## config.mk

```make
export PLATFORM = sky130hd
export DESIGN_NAME = mrpp_phy_port
export DESIGN_NICKNAME = d
export VERILOG_FILES = /design/src/verilog/mrpp_pkg.sv /design/src/verilog/mrpp_sync.sv /design/src/verilog/mrpp_phy_port.sv
export VERILOG_INCLUDE_DIRS = /design/src /design/src/verilog
export SDC_FILE = /design/constraint.sdc
export NUM_CORES = 1
export LEC_CHECK = 0
export BUFFER_PORTS_ARGS = -buffer_cell sky130_fd_sc_hd__buf_2
export CORE_MARGIN = 4
export CORE_UTILIZATION = 30
export DETAILED_ROUTE_END_ITERATION = 8
export GPL_TIMING_DRIVEN = 0
export MAX_ROUTING_LAYER = met4
export PLACE_DENSITY = 0.55
export SLEW_MARGIN = 20
export SYNTH_ARGS = -nofsm -noshare
export SYNTH_HDL_FRONTEND = slang
export SYNTH_SLANG_ARGS = --single-unit
export TNS_END_PERCENT = 5
```

## constraint.sdc

```tcl
create_clock -name core_clk -period 1.9 [get_ports core_clk]
set_input_delay 0.19 -clock core_clk [delete_from_list [all_inputs] [get_ports core_clk]]
set_output_delay 0.19 -clock core_clk [all_outputs]
set_load 0.01 [all_outputs]
```

## src/verilog/mrpp_params.svh

```systemverilog
`ifndef MRPP_PARAMS_SVH
`define MRPP_PARAMS_SVH

// core clock period and the management clock ceiling
`define MRPP_CORE_PERIOD_NS 4
`define MRPP_MDC_MAX_KHZ 2500
// least mdc half period in ns, then in core cycles (rounded up)
`define MRPP_MDC_HALF_NS (1000000 / (2 * `MRPP_MDC_MAX_KHZ))
`define MRPP_MDC_HALF_CYC \
    ((`MRPP_MDC_HALF_NS + `MRPP_CORE_PERIOD_NS - 1) / `MRPP_CORE_PERIOD_NS)

// reduced interface: reference clock edges per dibit at 10 Mbit/s
`define MRPP_RMII_SLOW_REP 10

// symbols per byte for each data path width
`define MRPP_MII_SYMS 2
`define MRPP_RMII_SYMS 4

// management frame layout, bit indices counted from the first bit sent
`define MRPP_MG_FRAME_BITS 64
`define MRPP_MG_TA_BIT 46
`define MRPP_MG_DATA_BIT 48
`define MRPP_MG_PREAMBLE 32'hffff_ffff
`define MRPP_MG_START 2'h1
`define MRPP_MG_OP_WR 2'h1
`define MRPP_MG_OP_RD 2'h2
`define MRPP_MG_TA_WR 2'h2

`endif

```

## src/verilog/mrpp_pkg.sv

```systemverilog
package mrpp_pkg;

    // management engine states
    typedef enum logic {
        MRPP_MG_IDLE,
        MRPP_MG_RUN
    } mrpp_mg_state_t;

    typedef logic [63:0] mrpp_mg_frame_t;

endpackage

```

## src/verilog/mrpp_sync.sv

```systemverilog
`timescale 1ns/1ps

// two-flop level synchroniser; first stage feeds only the second
module mrpp_sync #(
    parameter int WIDTH = 1
) (
    input wire logic core_clk,
    input wire logic reset_n,
    input wire logic [WIDTH-1:0] async_in,
    output logic [WIDTH-1:0] sync_out
);

    logic [WIDTH-1:0] meta_q;

    // metastability stage then settled stage
    always_ff @(posedge core_clk or negedge reset_n) begin
        if (!reset_n) begin
            meta_q <= '0;
            sync_out <= '0;
        end else begin
            meta_q <= async_in;
            sync_out <= meta_q;
        end
    end

endmodule // mrpp_sync

```

## src/verilog/mrpp_phy_port.sv

```systemverilog
`timescale 1ns/1ps
`include "mrpp_params.svh"

module mrpp_phy_port
    import mrpp_pkg::*;
(
    input wire logic core_clk,
    input wire logic reset_n,
    input wire logic rmii_mode,
    input wire logic speed_100,
    input wire logic full_duplex,
    input wire logic tx_valid,
    input wire logic [7:0] tx_data,
    input wire logic tx_last,
    output logic tx_ready,
    output logic tx_underrun,
    output logic rx_byte_valid,
    output logic [7:0] rx_byte,
    output logic rx_end,
    output logic rx_frame_err,
    output logic rx_status_valid,
    output logic [3:0] rx_status,
    output logic carrier_sense,
    output logic collision,
    input wire logic mgmt_start,
    input wire logic mgmt_write,
    input wire logic [4:0] mgmt_phy,
    input wire logic [4:0] mgmt_reg,
    input wire logic [15:0] mgmt_wdata,
    output logic mgmt_busy,
    output logic mgmt_done,
    output logic [15:0] mgmt_rdata,
    input wire logic mii_tx_clk,
    output logic [3:0] mii_txd,
    output logic mii_tx_en,
    input wire logic mii_rx_clk,
    input wire logic [3:0] mii_rxd,
    input wire logic mii_rx_dv,
    input wire logic mii_rx_er,
    input wire logic mii_crs,
    input wire logic mii_col,
    output logic mdc,
    input wire logic mdio_i,
    output logic mdio_o,
    output logic mdio_oe
);

    localparam logic [3:0] REP_SLOW = 4'(`MRPP_RMII_SLOW_REP - 1);
    localparam logic [2:0] SYM_MII = 3'(`MRPP_MII_SYMS);
    localparam logic [2:0] SYM_RMII = 3'(`MRPP_RMII_SYMS);
    localparam logic [6:0] HALF_LAST = 7'(`MRPP_MDC_HALF_CYC - 1);
    localparam logic [6:0] MG_END = 7'(`MRPP_MG_FRAME_BITS);
    localparam logic [6:0] MG_TA = 7'(`MRPP_MG_TA_BIT);
    localparam logic [6:0] MG_DATA = 7'(`MRPP_MG_DATA_BIT);

    logic tx_clk_q, rx_clk_q, tx_edge, rx_edge, tx_tick, rx_tick;
    logic [3:0] tx_rep_q, rx_rep_q, rep_load;
    logic [2:0] syms;
    logic [7:0] hold_q, tx_sh_q, rx_sh_d, rx_sh_q;
    logic hold_v_q, hold_last_q, tx_gap_q, tx_take;
    logic [2:0] tx_left_q, rx_cnt_q;
    logic rx_in_frame_q, rx_err_q;
    logic [1:0] crs_col_s;
    logic [6:0] div_q, bit_q;
    logic mg_fall, mg_rise, mg_wr_q;
    mrpp_mg_state_t mg_state_q;
    mrpp_mg_frame_t mg_frame_q;

    // reduced mode: one reference clock times both paths
    assign rep_load = (rmii_mode && !speed_100) ? REP_SLOW : 4'h0;
    assign syms = rmii_mode ? SYM_RMII : SYM_MII;
    assign tx_edge = mii_tx_clk && !tx_clk_q;
    assign rx_edge = (rmii_mode ? mii_tx_clk : mii_rx_clk) && !rx_clk_q;
    assign tx_tick = tx_edge && (tx_rep_q == 4'h0);
    assign rx_tick = rx_edge && (rx_rep_q == 4'h0);

    // previous clock samples and per-symbol repeat counters
    always_ff @(posedge core_clk or negedge reset_n) begin
        if (!reset_n) begin
            tx_clk_q <= 1'b0;
            rx_clk_q <= 1'b0;
            tx_rep_q <= 4'h0;
            rx_rep_q <= 4'h0;
        end else begin
            tx_clk_q <= mii_tx_clk;
            rx_clk_q <= rmii_mode ? mii_tx_clk : mii_rx_clk;
            if (tx_edge) begin
                tx_rep_q <= (tx_rep_q == 4'h0) ? rep_load : tx_rep_q - 4'h1;
            end
            if (rx_edge) begin
                if (!mii_rx_dv) begin
                    rx_rep_q <= 4'h0;
                end else begin
                    rx_rep_q <= (rx_rep_q == 4'h0) ? rep_load
                                                   : rx_rep_q - 4'h1;
                end
            end
        end
    end

    // one-byte holding stage toward the user
    assign tx_ready = !hold_v_q;
    assign tx_take = tx_tick && tx_left_q == 3'h0 && !tx_gap_q && hold_v_q;

    always_ff @(posedge core_clk or negedge reset_n) begin
        if (!reset_n) begin
            hold_v_q <= 1'b0;
            hold_q <= 8'h00;
            hold_last_q <= 1'b0;
        end else if (tx_valid && tx_ready) begin
            hold_v_q <= 1'b1;
            hold_q <= tx_data;
            hold_last_q <= tx_last;
        end else if (tx_take) begin
            hold_v_q <= 1'b0;
        end
    end

    // symbol serialiser, low bits first, changes only on a tx tick
    always_ff @(posedge core_clk or negedge reset_n) begin
        if (!reset_n) begin
            mii_txd <= 4'h0;
            mii_tx_en <= 1'b0;
            tx_sh_q <= 8'h00;
            tx_left_q <= 3'h0;
            tx_gap_q <= 1'b0;
            tx_underrun <= 1'b0;
        end else begin
            tx_underrun <= 1'b0;
            if (tx_tick) begin
                if (tx_left_q != 3'h0) begin
                    mii_txd <= rmii_mode ? {2'h0, tx_sh_q[1:0]}
                                         : tx_sh_q[3:0];
                    tx_sh_q <= rmii_mode ? tx_sh_q >> 2 : tx_sh_q >> 4;
                    tx_left_q <= tx_left_q - 3'h1;
                    mii_tx_en <= 1'b1;
                end else if (tx_gap_q) begin
                    mii_tx_en <= 1'b0;
                    mii_txd <= 4'h0;
                    tx_gap_q <= 1'b0;
                end else if (hold_v_q) begin
                    mii_txd <= rmii_mode ? {2'h0, hold_q[1:0]}
                                         : hold_q[3:0];
                    tx_sh_q <= rmii_mode ? hold_q >> 2 : hold_q >> 4;
                    tx_left_q <= syms - 3'h1;
                    mii_tx_en <= 1'b1;
                    tx_gap_q <= hold_last_q;
                end else begin
                    tx_underrun <= mii_tx_en;
                    mii_tx_en <= 1'b0;
                    mii_txd <= 4'h0;
                end
            end
        end
    end

    // receive shift toward the bottom, low bits arrive first
    assign rx_sh_d = rmii_mode ? {mii_rxd[1:0], rx_sh_q[7:2]}
                               : {mii_rxd, rx_sh_q[7:4]};

    // receive assembly, frame end and phy status capture
    always_ff @(posedge core_clk or negedge reset_n) begin
        if (!reset_n) begin
            rx_sh_q <= 8'h00;
            rx_cnt_q <= 3'h0;
            rx_byte <= 8'h00;
            rx_byte_valid <= 1'b0;
            rx_in_frame_q <= 1'b0;
            rx_err_q <= 1'b0;
            rx_end <= 1'b0;
            rx_frame_err <= 1'b0;
            rx_status <= 4'h0;
            rx_status_valid <= 1'b0;
        end else begin
            rx_byte_valid <= 1'b0;
            rx_end <= 1'b0;
            rx_status_valid <= 1'b0;
            if (rx_tick && mii_rx_dv) begin
                rx_sh_q <= rx_sh_d;
                rx_in_frame_q <= 1'b1;
                if (mii_rx_er) begin
                    rx_err_q <= 1'b1;
                end
                if (rx_cnt_q == syms - 3'h1) begin
                    rx_cnt_q <= 3'h0;
                    rx_byte <= rx_sh_d;
                    rx_byte_valid <= 1'b1;
                end else begin
                    rx_cnt_q <= rx_cnt_q + 3'h1;
                end
            end else if (rx_tick) begin
                if (rx_in_frame_q) begin
                    rx_end <= 1'b1;
                    rx_frame_err <= rx_err_q;
                end
                rx_in_frame_q <= 1'b0;
                rx_err_q <= 1'b0;
                rx_cnt_q <= 3'h0;
                if (mii_rx_er) begin
                    rx_status <= mii_rxd;
                    rx_status_valid <= 1'b1;
                end
            end
        end
    end

    // carrier and collision enter the core domain through synchronisers
    mrpp_sync #(.WIDTH(2)) u_crs_col_sync (
        .core_clk(core_clk),
        .reset_n(reset_n),
        .async_in({mii_col, mii_crs}),
        .sync_out(crs_col_s)
    );

    // masked in full duplex where they carry no meaning
    always_ff @(posedge core_clk or negedge reset_n) begin
        if (!reset_n) begin
            carrier_sense <= 1'b0;
            collision <= 1'b0;
        end else begin
            carrier_sense <= crs_col_s[0] && !full_duplex;
            collision <= crs_col_s[1] && !full_duplex;
        end
    end

    // management clock divider from the core clock
    assign mg_fall = (div_q == HALF_LAST) && mdc;
    assign mg_rise = (div_q == HALF_LAST) && !mdc;

    always_ff @(posedge core_clk or negedge reset_n) begin
        if (!reset_n) begin
            div_q <= 7'h00;
            mdc <= 1'b0;
        end else if (div_q == HALF_LAST) begin
            div_q <= 7'h00;
            mdc <= !mdc;
        end else begin
            div_q <= div_q + 7'h01;
        end
    end

    assign mgmt_busy = (mg_state_q == MRPP_MG_RUN);

    // management frame engine: drive on falling mdc, sample on rising
    always_ff @(posedge core_clk or negedge reset_n) begin
        if (!reset_n) begin
            mg_state_q <= MRPP_MG_IDLE;
            mg_frame_q <= '0;
            mg_wr_q <= 1'b0;
            bit_q <= 7'h00;
            mdio_o <= 1'b0;
            mdio_oe <= 1'b0;
            mgmt_done <= 1'b0;
            mgmt_rdata <= 16'h0000;
        end else begin
            mgmt_done <= 1'b0;
            case (mg_state_q)
                MRPP_MG_IDLE: begin
                    if (mgmt_start) begin
                        mg_frame_q <= {`MRPP_MG_PREAMBLE, `MRPP_MG_START,
                            mgmt_write ? `MRPP_MG_OP_WR : `MRPP_MG_OP_RD,
                            mgmt_phy, mgmt_reg,
                            mgmt_write ? `MRPP_MG_TA_WR : 2'h0,
                            mgmt_wdata};
                        mg_wr_q <= mgmt_write;
                        bit_q <= 7'h00;
                        mg_state_q <= MRPP_MG_RUN;
                    end
                end
                MRPP_MG_RUN: begin
                    if (mg_fall && bit_q == MG_END) begin
                        mdio_oe <= 1'b0;
                        mdio_o <= 1'b0;
                        mgmt_done <= 1'b1;
                        mg_state_q <= MRPP_MG_IDLE;
                    end else if (mg_fall) begin
                        mdio_o <= mg_frame_q[63];
                        mdio_oe <= mg_wr_q || bit_q < MG_TA;
                        mg_frame_q <= mg_frame_q << 1;
                        bit_q <= bit_q + 7'h01;
                    end
                    if (mg_rise && !mg_wr_q && bit_q > MG_DATA) begin
                        mgmt_rdata <= {mgmt_rdata[14:0], mdio_i};
                    end
                end
                default: mg_state_q <= MRPP_MG_IDLE;
            endcase
        end
    end
endmodule // mrpp_phy_port

```

==> flow_summary.yaml, run 1 <==
run_status:
  status: "finished with violations"
  violations: "setup timing"
pwr:
  ir_worst_vdd_mv: 0.397
  power.total_mw: 10.0
  total_leakage_power_nw: 4.43
  power_per_cell_area_mw_per_mm2: 1080
logic_synthesis:
  synth_edf_count: 0
  yosys-top-cells-area: "dfrtp_1, mux2_2, o22a_1, o21ai_0, mux2i_1"
  ys_seq_elements: 169
  synth_area_mm2: 0.00719
  yosysTopAreaCell: "dfrtp_1"
  synth_nets: 630
  ys_async_sr_fraction_pct: 100
  synthMuxAreaShare_pct: 16.0
  synth_compound_gate_area_share_pct: 11.1
  synthDominantCellAreaShare_pct: 58.8
  synth-warning-count: 0
  synth_top_family_by_area: "multiplexers"
  ys_seq_area_share_pct: 58.8
  yosys.area_share.adder_pct: 1.57
  synthSimpleGateAreaFrac_pct: 8.72
  ys.flop_type: "dfrtp_1"
  netlist-cell-type-count: 52
  syn_area_per_cell_um2: 12.7
  synth_xor_area_share_pct: 0.853
  netlist_instances: 567
critical_path:
  worstPathMaxFanout: 6
  cp-end-kind: "register"
  timing.rr.start: "div_q[1]"
  path_cells: "inv_1, ha_2, or4b_4, nor2_4, and4_4, buf_8, mux2_4"
  path_delay_family: "simple AND/OR/NAND/NOR gates"
  arrival_ns: 2.42
  crit_buf_inv: 2
  critPathLaunchType: "register"
  startpoint: "div_q[1]"
  slowest_delay_ns: 0.49
  crit_type: "reg2reg"
  cp.required_ns: 2.22
  cp_slowest_cell: "or4b_4"
timing:
  finalHoldViolCount: 0
  worstMarginPinSlew_ns: 0.779
  max_freq_ghz: 0.475
  final-max-slew-violation-count: 0
  finalCriticalPeriod_ns: 2.10
  fin_skew_ns: 0.0120
  final.setup.worst_slack_ns: -0.203
  max_slew_margin_pct: 48.1
  tns_ns: -5.21
  finalSetupViolations: 70
  rsz0062_at_grt: "yes"
  fin_crit_sh_pct: 111
cells_and_area:
  finalNonFillerCells: 1044
  ff_latch_area_mm2: 0.00423
  postLayoutCellArea_mm2: 0.00923
  layout_commonest_cell: "dfrtp_1"
  antenna_cells: 0
  fin_nets: 775
  final_cell_mix: "dfrtp_1, buf_2, mux2_2"
  drive_gt1_share_pct: 37.4
  multi_input_area_mm2: 0.00290
  syn_to_final_growth_pct: 28.4
  fillCellCount: 2298
global_routing:
  antenna_found_initial: 0
  grt_pass1_wl_um: 25700
  grt_overflow: 0
  grt_use_total_pct: 12.3
  grt_start_max_net_pins: 87
  grt_pass1_vias: 5039
die:
  dieArea_mm2: 0.0265
  row_count: 56
  core_mm2: 0.0235
  initial_utilization_pct: 30.5
  ios: 100
  dieWidth_um: 163
  die_h_um: 163
clock_tree:
  cts_tree: "yes"
  clock_latency_ns: 0.43
  clkSinkCount: 169
  clock_path_buffers: 2
  cts_max_level: 4
  root_buffer: "clkbuf_16"
  numCtsBuffers: 17
  cts.clk_slew.worst_paths_ns: 0.07
placed_design:
  place_inst: 984
  dpl_worst_slack_ns: -0.498
  detailed_place_hpwl_um: 9800
  gp_congestion: 0.772
  placed_area_mm2: 0.00811
  numPortBuffers: 97
detailed_routing:
  first_iter_violations: 233
  viasPerCell: 4.62
  wl_per_cell_um: 14.3
  drtPass1Iterations: 4
  vias: 4823
  drc: 0
  drt-total-wl_um: 14900
  antenna_left: 0
worst_hold_path:
  hp-start: "mii_rxd[0]"
  hp-class: "in2reg"
run:
  cap_viol_max_count: 0
## final timing paths
path,end,slack [ns],depth (start not counted)
worst max-delay path,mgmt_rdata[3],-0.20,7
worst max register to register,mgmt_rdata[3],-0.20,7
worst min register to register,u_crs_col_sync.sync_out[0],0.35,0
worst min-delay path,rx_status[0],0.03,2
min in group asynchronous,mg_frame_q[6],0.36,2
max in group asynchronous,mgmt_rdata[3],0.68,3
## per-layer routing
layer | share of wire (%) | GRT usage [%] | wire length [um]
met5 | 0 | - | 0
met3 | 4.5 | 3.19 | 676
met1 | 48 | 16.0 | 7130
met2 | 46 | 18.9 | 6920
met4 | 1.3 | 4.12 | 189
## sequential cells by signal, indices dropped and copies added (netlist names), 2 cells and up
| name | count |
|---|---|
| mg_frame_q | 64 |
| mgmt_rdata | 16 |
| hold_q | 8 |
| rx_byte | 8 |
| bit_q | 7 |
| div_q | 7 |
| rx_sh_q | 6 |
| tx_sh_q | 6 |
| mii_txd | 4 |
| rx_rep_q | 4 |
| rx_status | 4 |
| tx_rep_q | 4 |
| rx_cnt_q | 3 |
| tx_left_q | 3 |
| u_crs_col_sync.meta_q | 2 |
| u_crs_col_sync.sync_out | 2 |
## per-stage QoR
step / hold slack, ns / util, %
global placement: 0.315 / 34.3
CTS: 0.00271 / 39.0
global route: 0.0149 / 39.2
finish: 0.0298 / 39.2
floorplan: -0.106 / -
detailed placement: 0.253 / 34.4
## kinds of logic (layout without fill, tap and decap cells)
kind of cell,Yosys count,in the layout
mux,104,104
simple gates,114,114
compound gates,116,116
fa+ha+maj,9,9
xor+xnor,7,7
flops,169,169
buf+inv,48,206
## Yosys cell counts, types with 3 or more instances
| master | instances |
|---|---|
| a21o_1 | 4 |
| a21oi_1 | 7 |
| a22o_1 | 4 |
| and4_1 | 5 |
| buf_2 | 7 |
| clkbuf_1 | 17 |
| dfrtp_1 | 169 |
| ha_1 | 9 |
| inv_1 | 21 |
| mux2_1 | 10 |
| mux2_2 | 76 |
| mux2i_1 | 18 |
| nand2_1 | 37 |
| nand2b_1 | 5 |
| nand3_1 | 14 |
| nand3b_1 | 3 |
| nand4_1 | 3 |
| nor2_1 | 15 |
| nor2b_1 | 8 |
| nor3_1 | 3 |
| nor3b_1 | 3 |
| nor4b_1 | 3 |
| o21ai_0 | 45 |
| o22a_1 | 36 |
| o31ai_1 | 6 |
| xnor2_1 | 5 |
## report_power, final
part           leakage, nW  total [mW]  switching [mW]  internal, mW
Combinational         1.99        1.84           0.900         0.940
Sequential            2.14        4.65           0.425          4.22
Clock                0.289        3.52            1.63          1.89
Total                 4.43        10.0            2.96          7.05
## what timing repair did
item,in CTS,in global routing
cloned,1,0
hold endpoints to repair,104,0
endpoints found under the setup margin,120,119
setup buffers,8,1
pin swaps,7,11
gates resized for setup,59,40
hold buffers,19,0
## final cells by class
| cell class | instances | area share [%] |
|---|---|---|
| Clock buffer | 17 | 4.61 |
| Sequential cell | 169 | 45.8 |
| Inverter | 21 | 0.854 |
| Multi-Input combinational cell | 350 | 31.5 |
| Buffer | 26 | 2.17 |
| Timing Repair Buffer | 127 | 8.84 |
| Clock inverter | 15 | 1.90 |
| Tap cell | 319 | 4.32 |
(Power assumes the default switching activity.)
==> run 2: changes to the inputs <==
--- a/config.mk
+++ b/config.mk
@@ -8,11 +8,11 @@
 export LEC_CHECK = 0
 export BUFFER_PORTS_ARGS = -buffer_cell sky130_fd_sc_hd__buf_2
 export CORE_MARGIN = 4
-export CORE_UTILIZATION = 30
+export CORE_UTILIZATION = 47
 export DETAILED_ROUTE_END_ITERATION = 8
 export GPL_TIMING_DRIVEN = 0
 export MAX_ROUTING_LAYER = met4
-export PLACE_DENSITY = 0.55
+export PLACE_DENSITY = 0.76
 export SLEW_MARGIN = 20
 export SYNTH_ARGS = -nofsm -noshare
 export SYNTH_HDL_FRONTEND = slang
==> run 2 against run 1 <==
The flow still finishes with violations (setup timing). Worst setup slack gained 0.031 ns. Total power is 0.73% higher. Die area down 35%. Cell area decreased by 2.3%. Largest cell class unchanged. Largest power group unchanged.
==> flow_summary.yaml, run 2 (same netlist as run 1, synthesis figures left out) <==
run_status:
  status: "finished with violations"
  violations: "setup timing"
pwr:
  p_seq_share_pct: 46.2
  clockPowerShare_pct: 34.7
  power.total_mw: 10.1
  power_per_cell_area_mw_per_mm2: 1120
  switching_share_pct: 27.3
  combPwrFrac_pct: 19.1
  intPower_mw: 7.32
  total_leakage_power_nw: 4.43
  power_switching_mw: 2.76
  ir_worst_vdd_mv: 0.695
critical_path:
  path_cells: "inv_1, ha_2, or4b_4, nor2_4, and4_4, buf_8, mux2_4"
  worstPathMaxFanout: 5
  slowest_delay_ns: 0.48
  cp_slowest_cell: "or4b_4"
  crit_type: "reg2reg"
  cp.required_ns: 2.20
  cp-end-kind: "register"
  critPathLaunchType: "register"
  arrival_ns: 2.38
global_routing:
  grt_overflow: 0
  grt_pass1_vias: 5253
  grt_start_max_net_pins: 106
  antenna_found_initial: 0
  grt_pass1_wl_um: 25800
  grt_use_total_pct: 18.6
clock_tree:
  clkSinkCount: 169
  cts_max_level: 4
  cts_tree: "yes"
  root_buffer: "clkbuf_16"
  numCtsBuffers: 17
  cts.clk_slew.worst_paths_ns: 0.06
  clock_path_buffers: 2
  clock_latency_ns: 0.42
worst_hold_path:
  hp-class: "in2reg"
timing:
  finalSetupViolations: 75
  max_slew_margin_pct: 53.8
  finalHoldViolCount: 0
  finalCriticalPeriod_ns: 2.07
  final-max-slew-violation-count: 0
  fin_skew_ns: 0.00648
  max_freq_ghz: 0.483
  final.setup.worst_slack_ns: -0.173
  fin_crit_sh_pct: 109
  worstMarginPinSlew_ns: 0.693
  rsz0062_at_grt: "yes"
die:
  core_mm2: 0.0148
  row_count: 44
  initial_utilization_pct: 48.7
  die_h_um: 132
  dieArea_mm2: 0.0173
  ios: 100
  dieWidth_um: 132
cells_and_area:
  antenna_cells: 0
  layout_commonest_cell: "dfrtp_1"
  drive_gt1_share_pct: 36.9
  final_cell_mix: "dfrtp_1, buf_2, mux2_2"
  top_register: "mg_frame_q"
  largest_reg_flops: 64
  fin_nets: 775
  final_util_pct: 61.1
  reg.largest.list: "mg_frame_q (64), mgmt_rdata (16)"
  syn_to_final_growth_pct: 25.5
run:
  cap_viol_max_count: 0
detailed_routing:
  antenna_left: 0
  first_iter_violations: 327
  drtPass1Iterations: 4
  vias: 4967
  drt-total-wl_um: 14800
  wl_per_cell_um: 16.3
  viasPerCell: 5.47
  drc: 0
placed_design:
  gp_congestion: 0.895
  detailed_place_hpwl_um: 9970
  numPortBuffers: 97
==> run 2: power by group through the flow <==
stage / sequential (mW) / clock (mW) / combinational [mW]
global route: 4.75 / 3.74 / 2.15
global placement: 4.64 / 0 / 1.63
finish: 4.66 / 3.50 / 1.92
floorplan: 4.65 / 0 / 1.14
CTS: 4.65 / 3.58 / 1.92
detailed placement: 4.70 / 0 / 1.73
==> run 2: metal layers <==
layer	track usage, %	vias up	share of wire [%]
li1	-	2342	-
met1	23.2	2487	44
met2	29.3	114	49
met3	5.35	24	5.0
met4	6.48	0	1.4
met5	-	-	0
==> run 2: final cells by class <==
cell class	count	area, um2
Timing Repair Buffer	127	818
Buffer	26	164
Fill cell	1154	5740
Tap cell	184	230
Clock buffer	20	457
Inverter	21	78.8
Sequential cell	169	4230
Multi-Input combinational cell	350	2890
Clock inverter	11	146
==> run 2: worst paths after layout <==
path / from / to / slack [ns] / cells after the start
max: div_q[1] / mgmt_rdata[12] / -0.17 / 7
min: mgmt_write / mg_wr_q / 0.02 / 2
max reg2reg: div_q[1] / mgmt_rdata[12] / -0.17 / 7
min reg2reg: u_crs_col_sync.meta_q[0] / u_crs_col_sync.sync_out[0] / 0.35 / 0
max in group asynchronous: reset_n / bit_q[3] / 0.72 / 3
min in group asynchronous: reset_n / rx_byte[2] / 0.31 / 2
==> run 2: metrics by stage <==
step / std cells / hold WS, ns / setup TNS [ns] / cell area (um2) / setup WS (ns)
floorplan: 567 / -0.106 / -3.29 / 7190 / -0.214
detailed placement: 849 / 0.176 / -38.14 / 7940 / -0.501
CTS: 908 / 0.00559 / -5.86 / 9000 / -0.261
global route: 908 / 0.0100 / -14.38 / 9020 / -0.253
global placement: 848 / 0.300 / -325.19 / 7900 / -1.77
finish: 908 / 0.0229 / -4.39 / 9020 / -0.173
==> run 2: worst max-delay path: cells and delay by family (launching register included) <==
family | cells | cell delay [ns]
adder cells (fa/ha/maj) | 1 | 0.18
multiplexers | 1 | 0.30
AND/OR/NAND/NOR | 3 | 0.89
buffers and inverters | 2 | 0.20
flip-flops | 1 | 0.38
==> run 2: timing repair <==
action	4_1_cts	5_1_grt
gates cloned	1	0
resized for setup	56	12
pin swaps	7	4
endpoints found under the setup margin	123	111
setup buffers	12	1
endpoints found under the hold margin	79	0
hold buffers	15	0
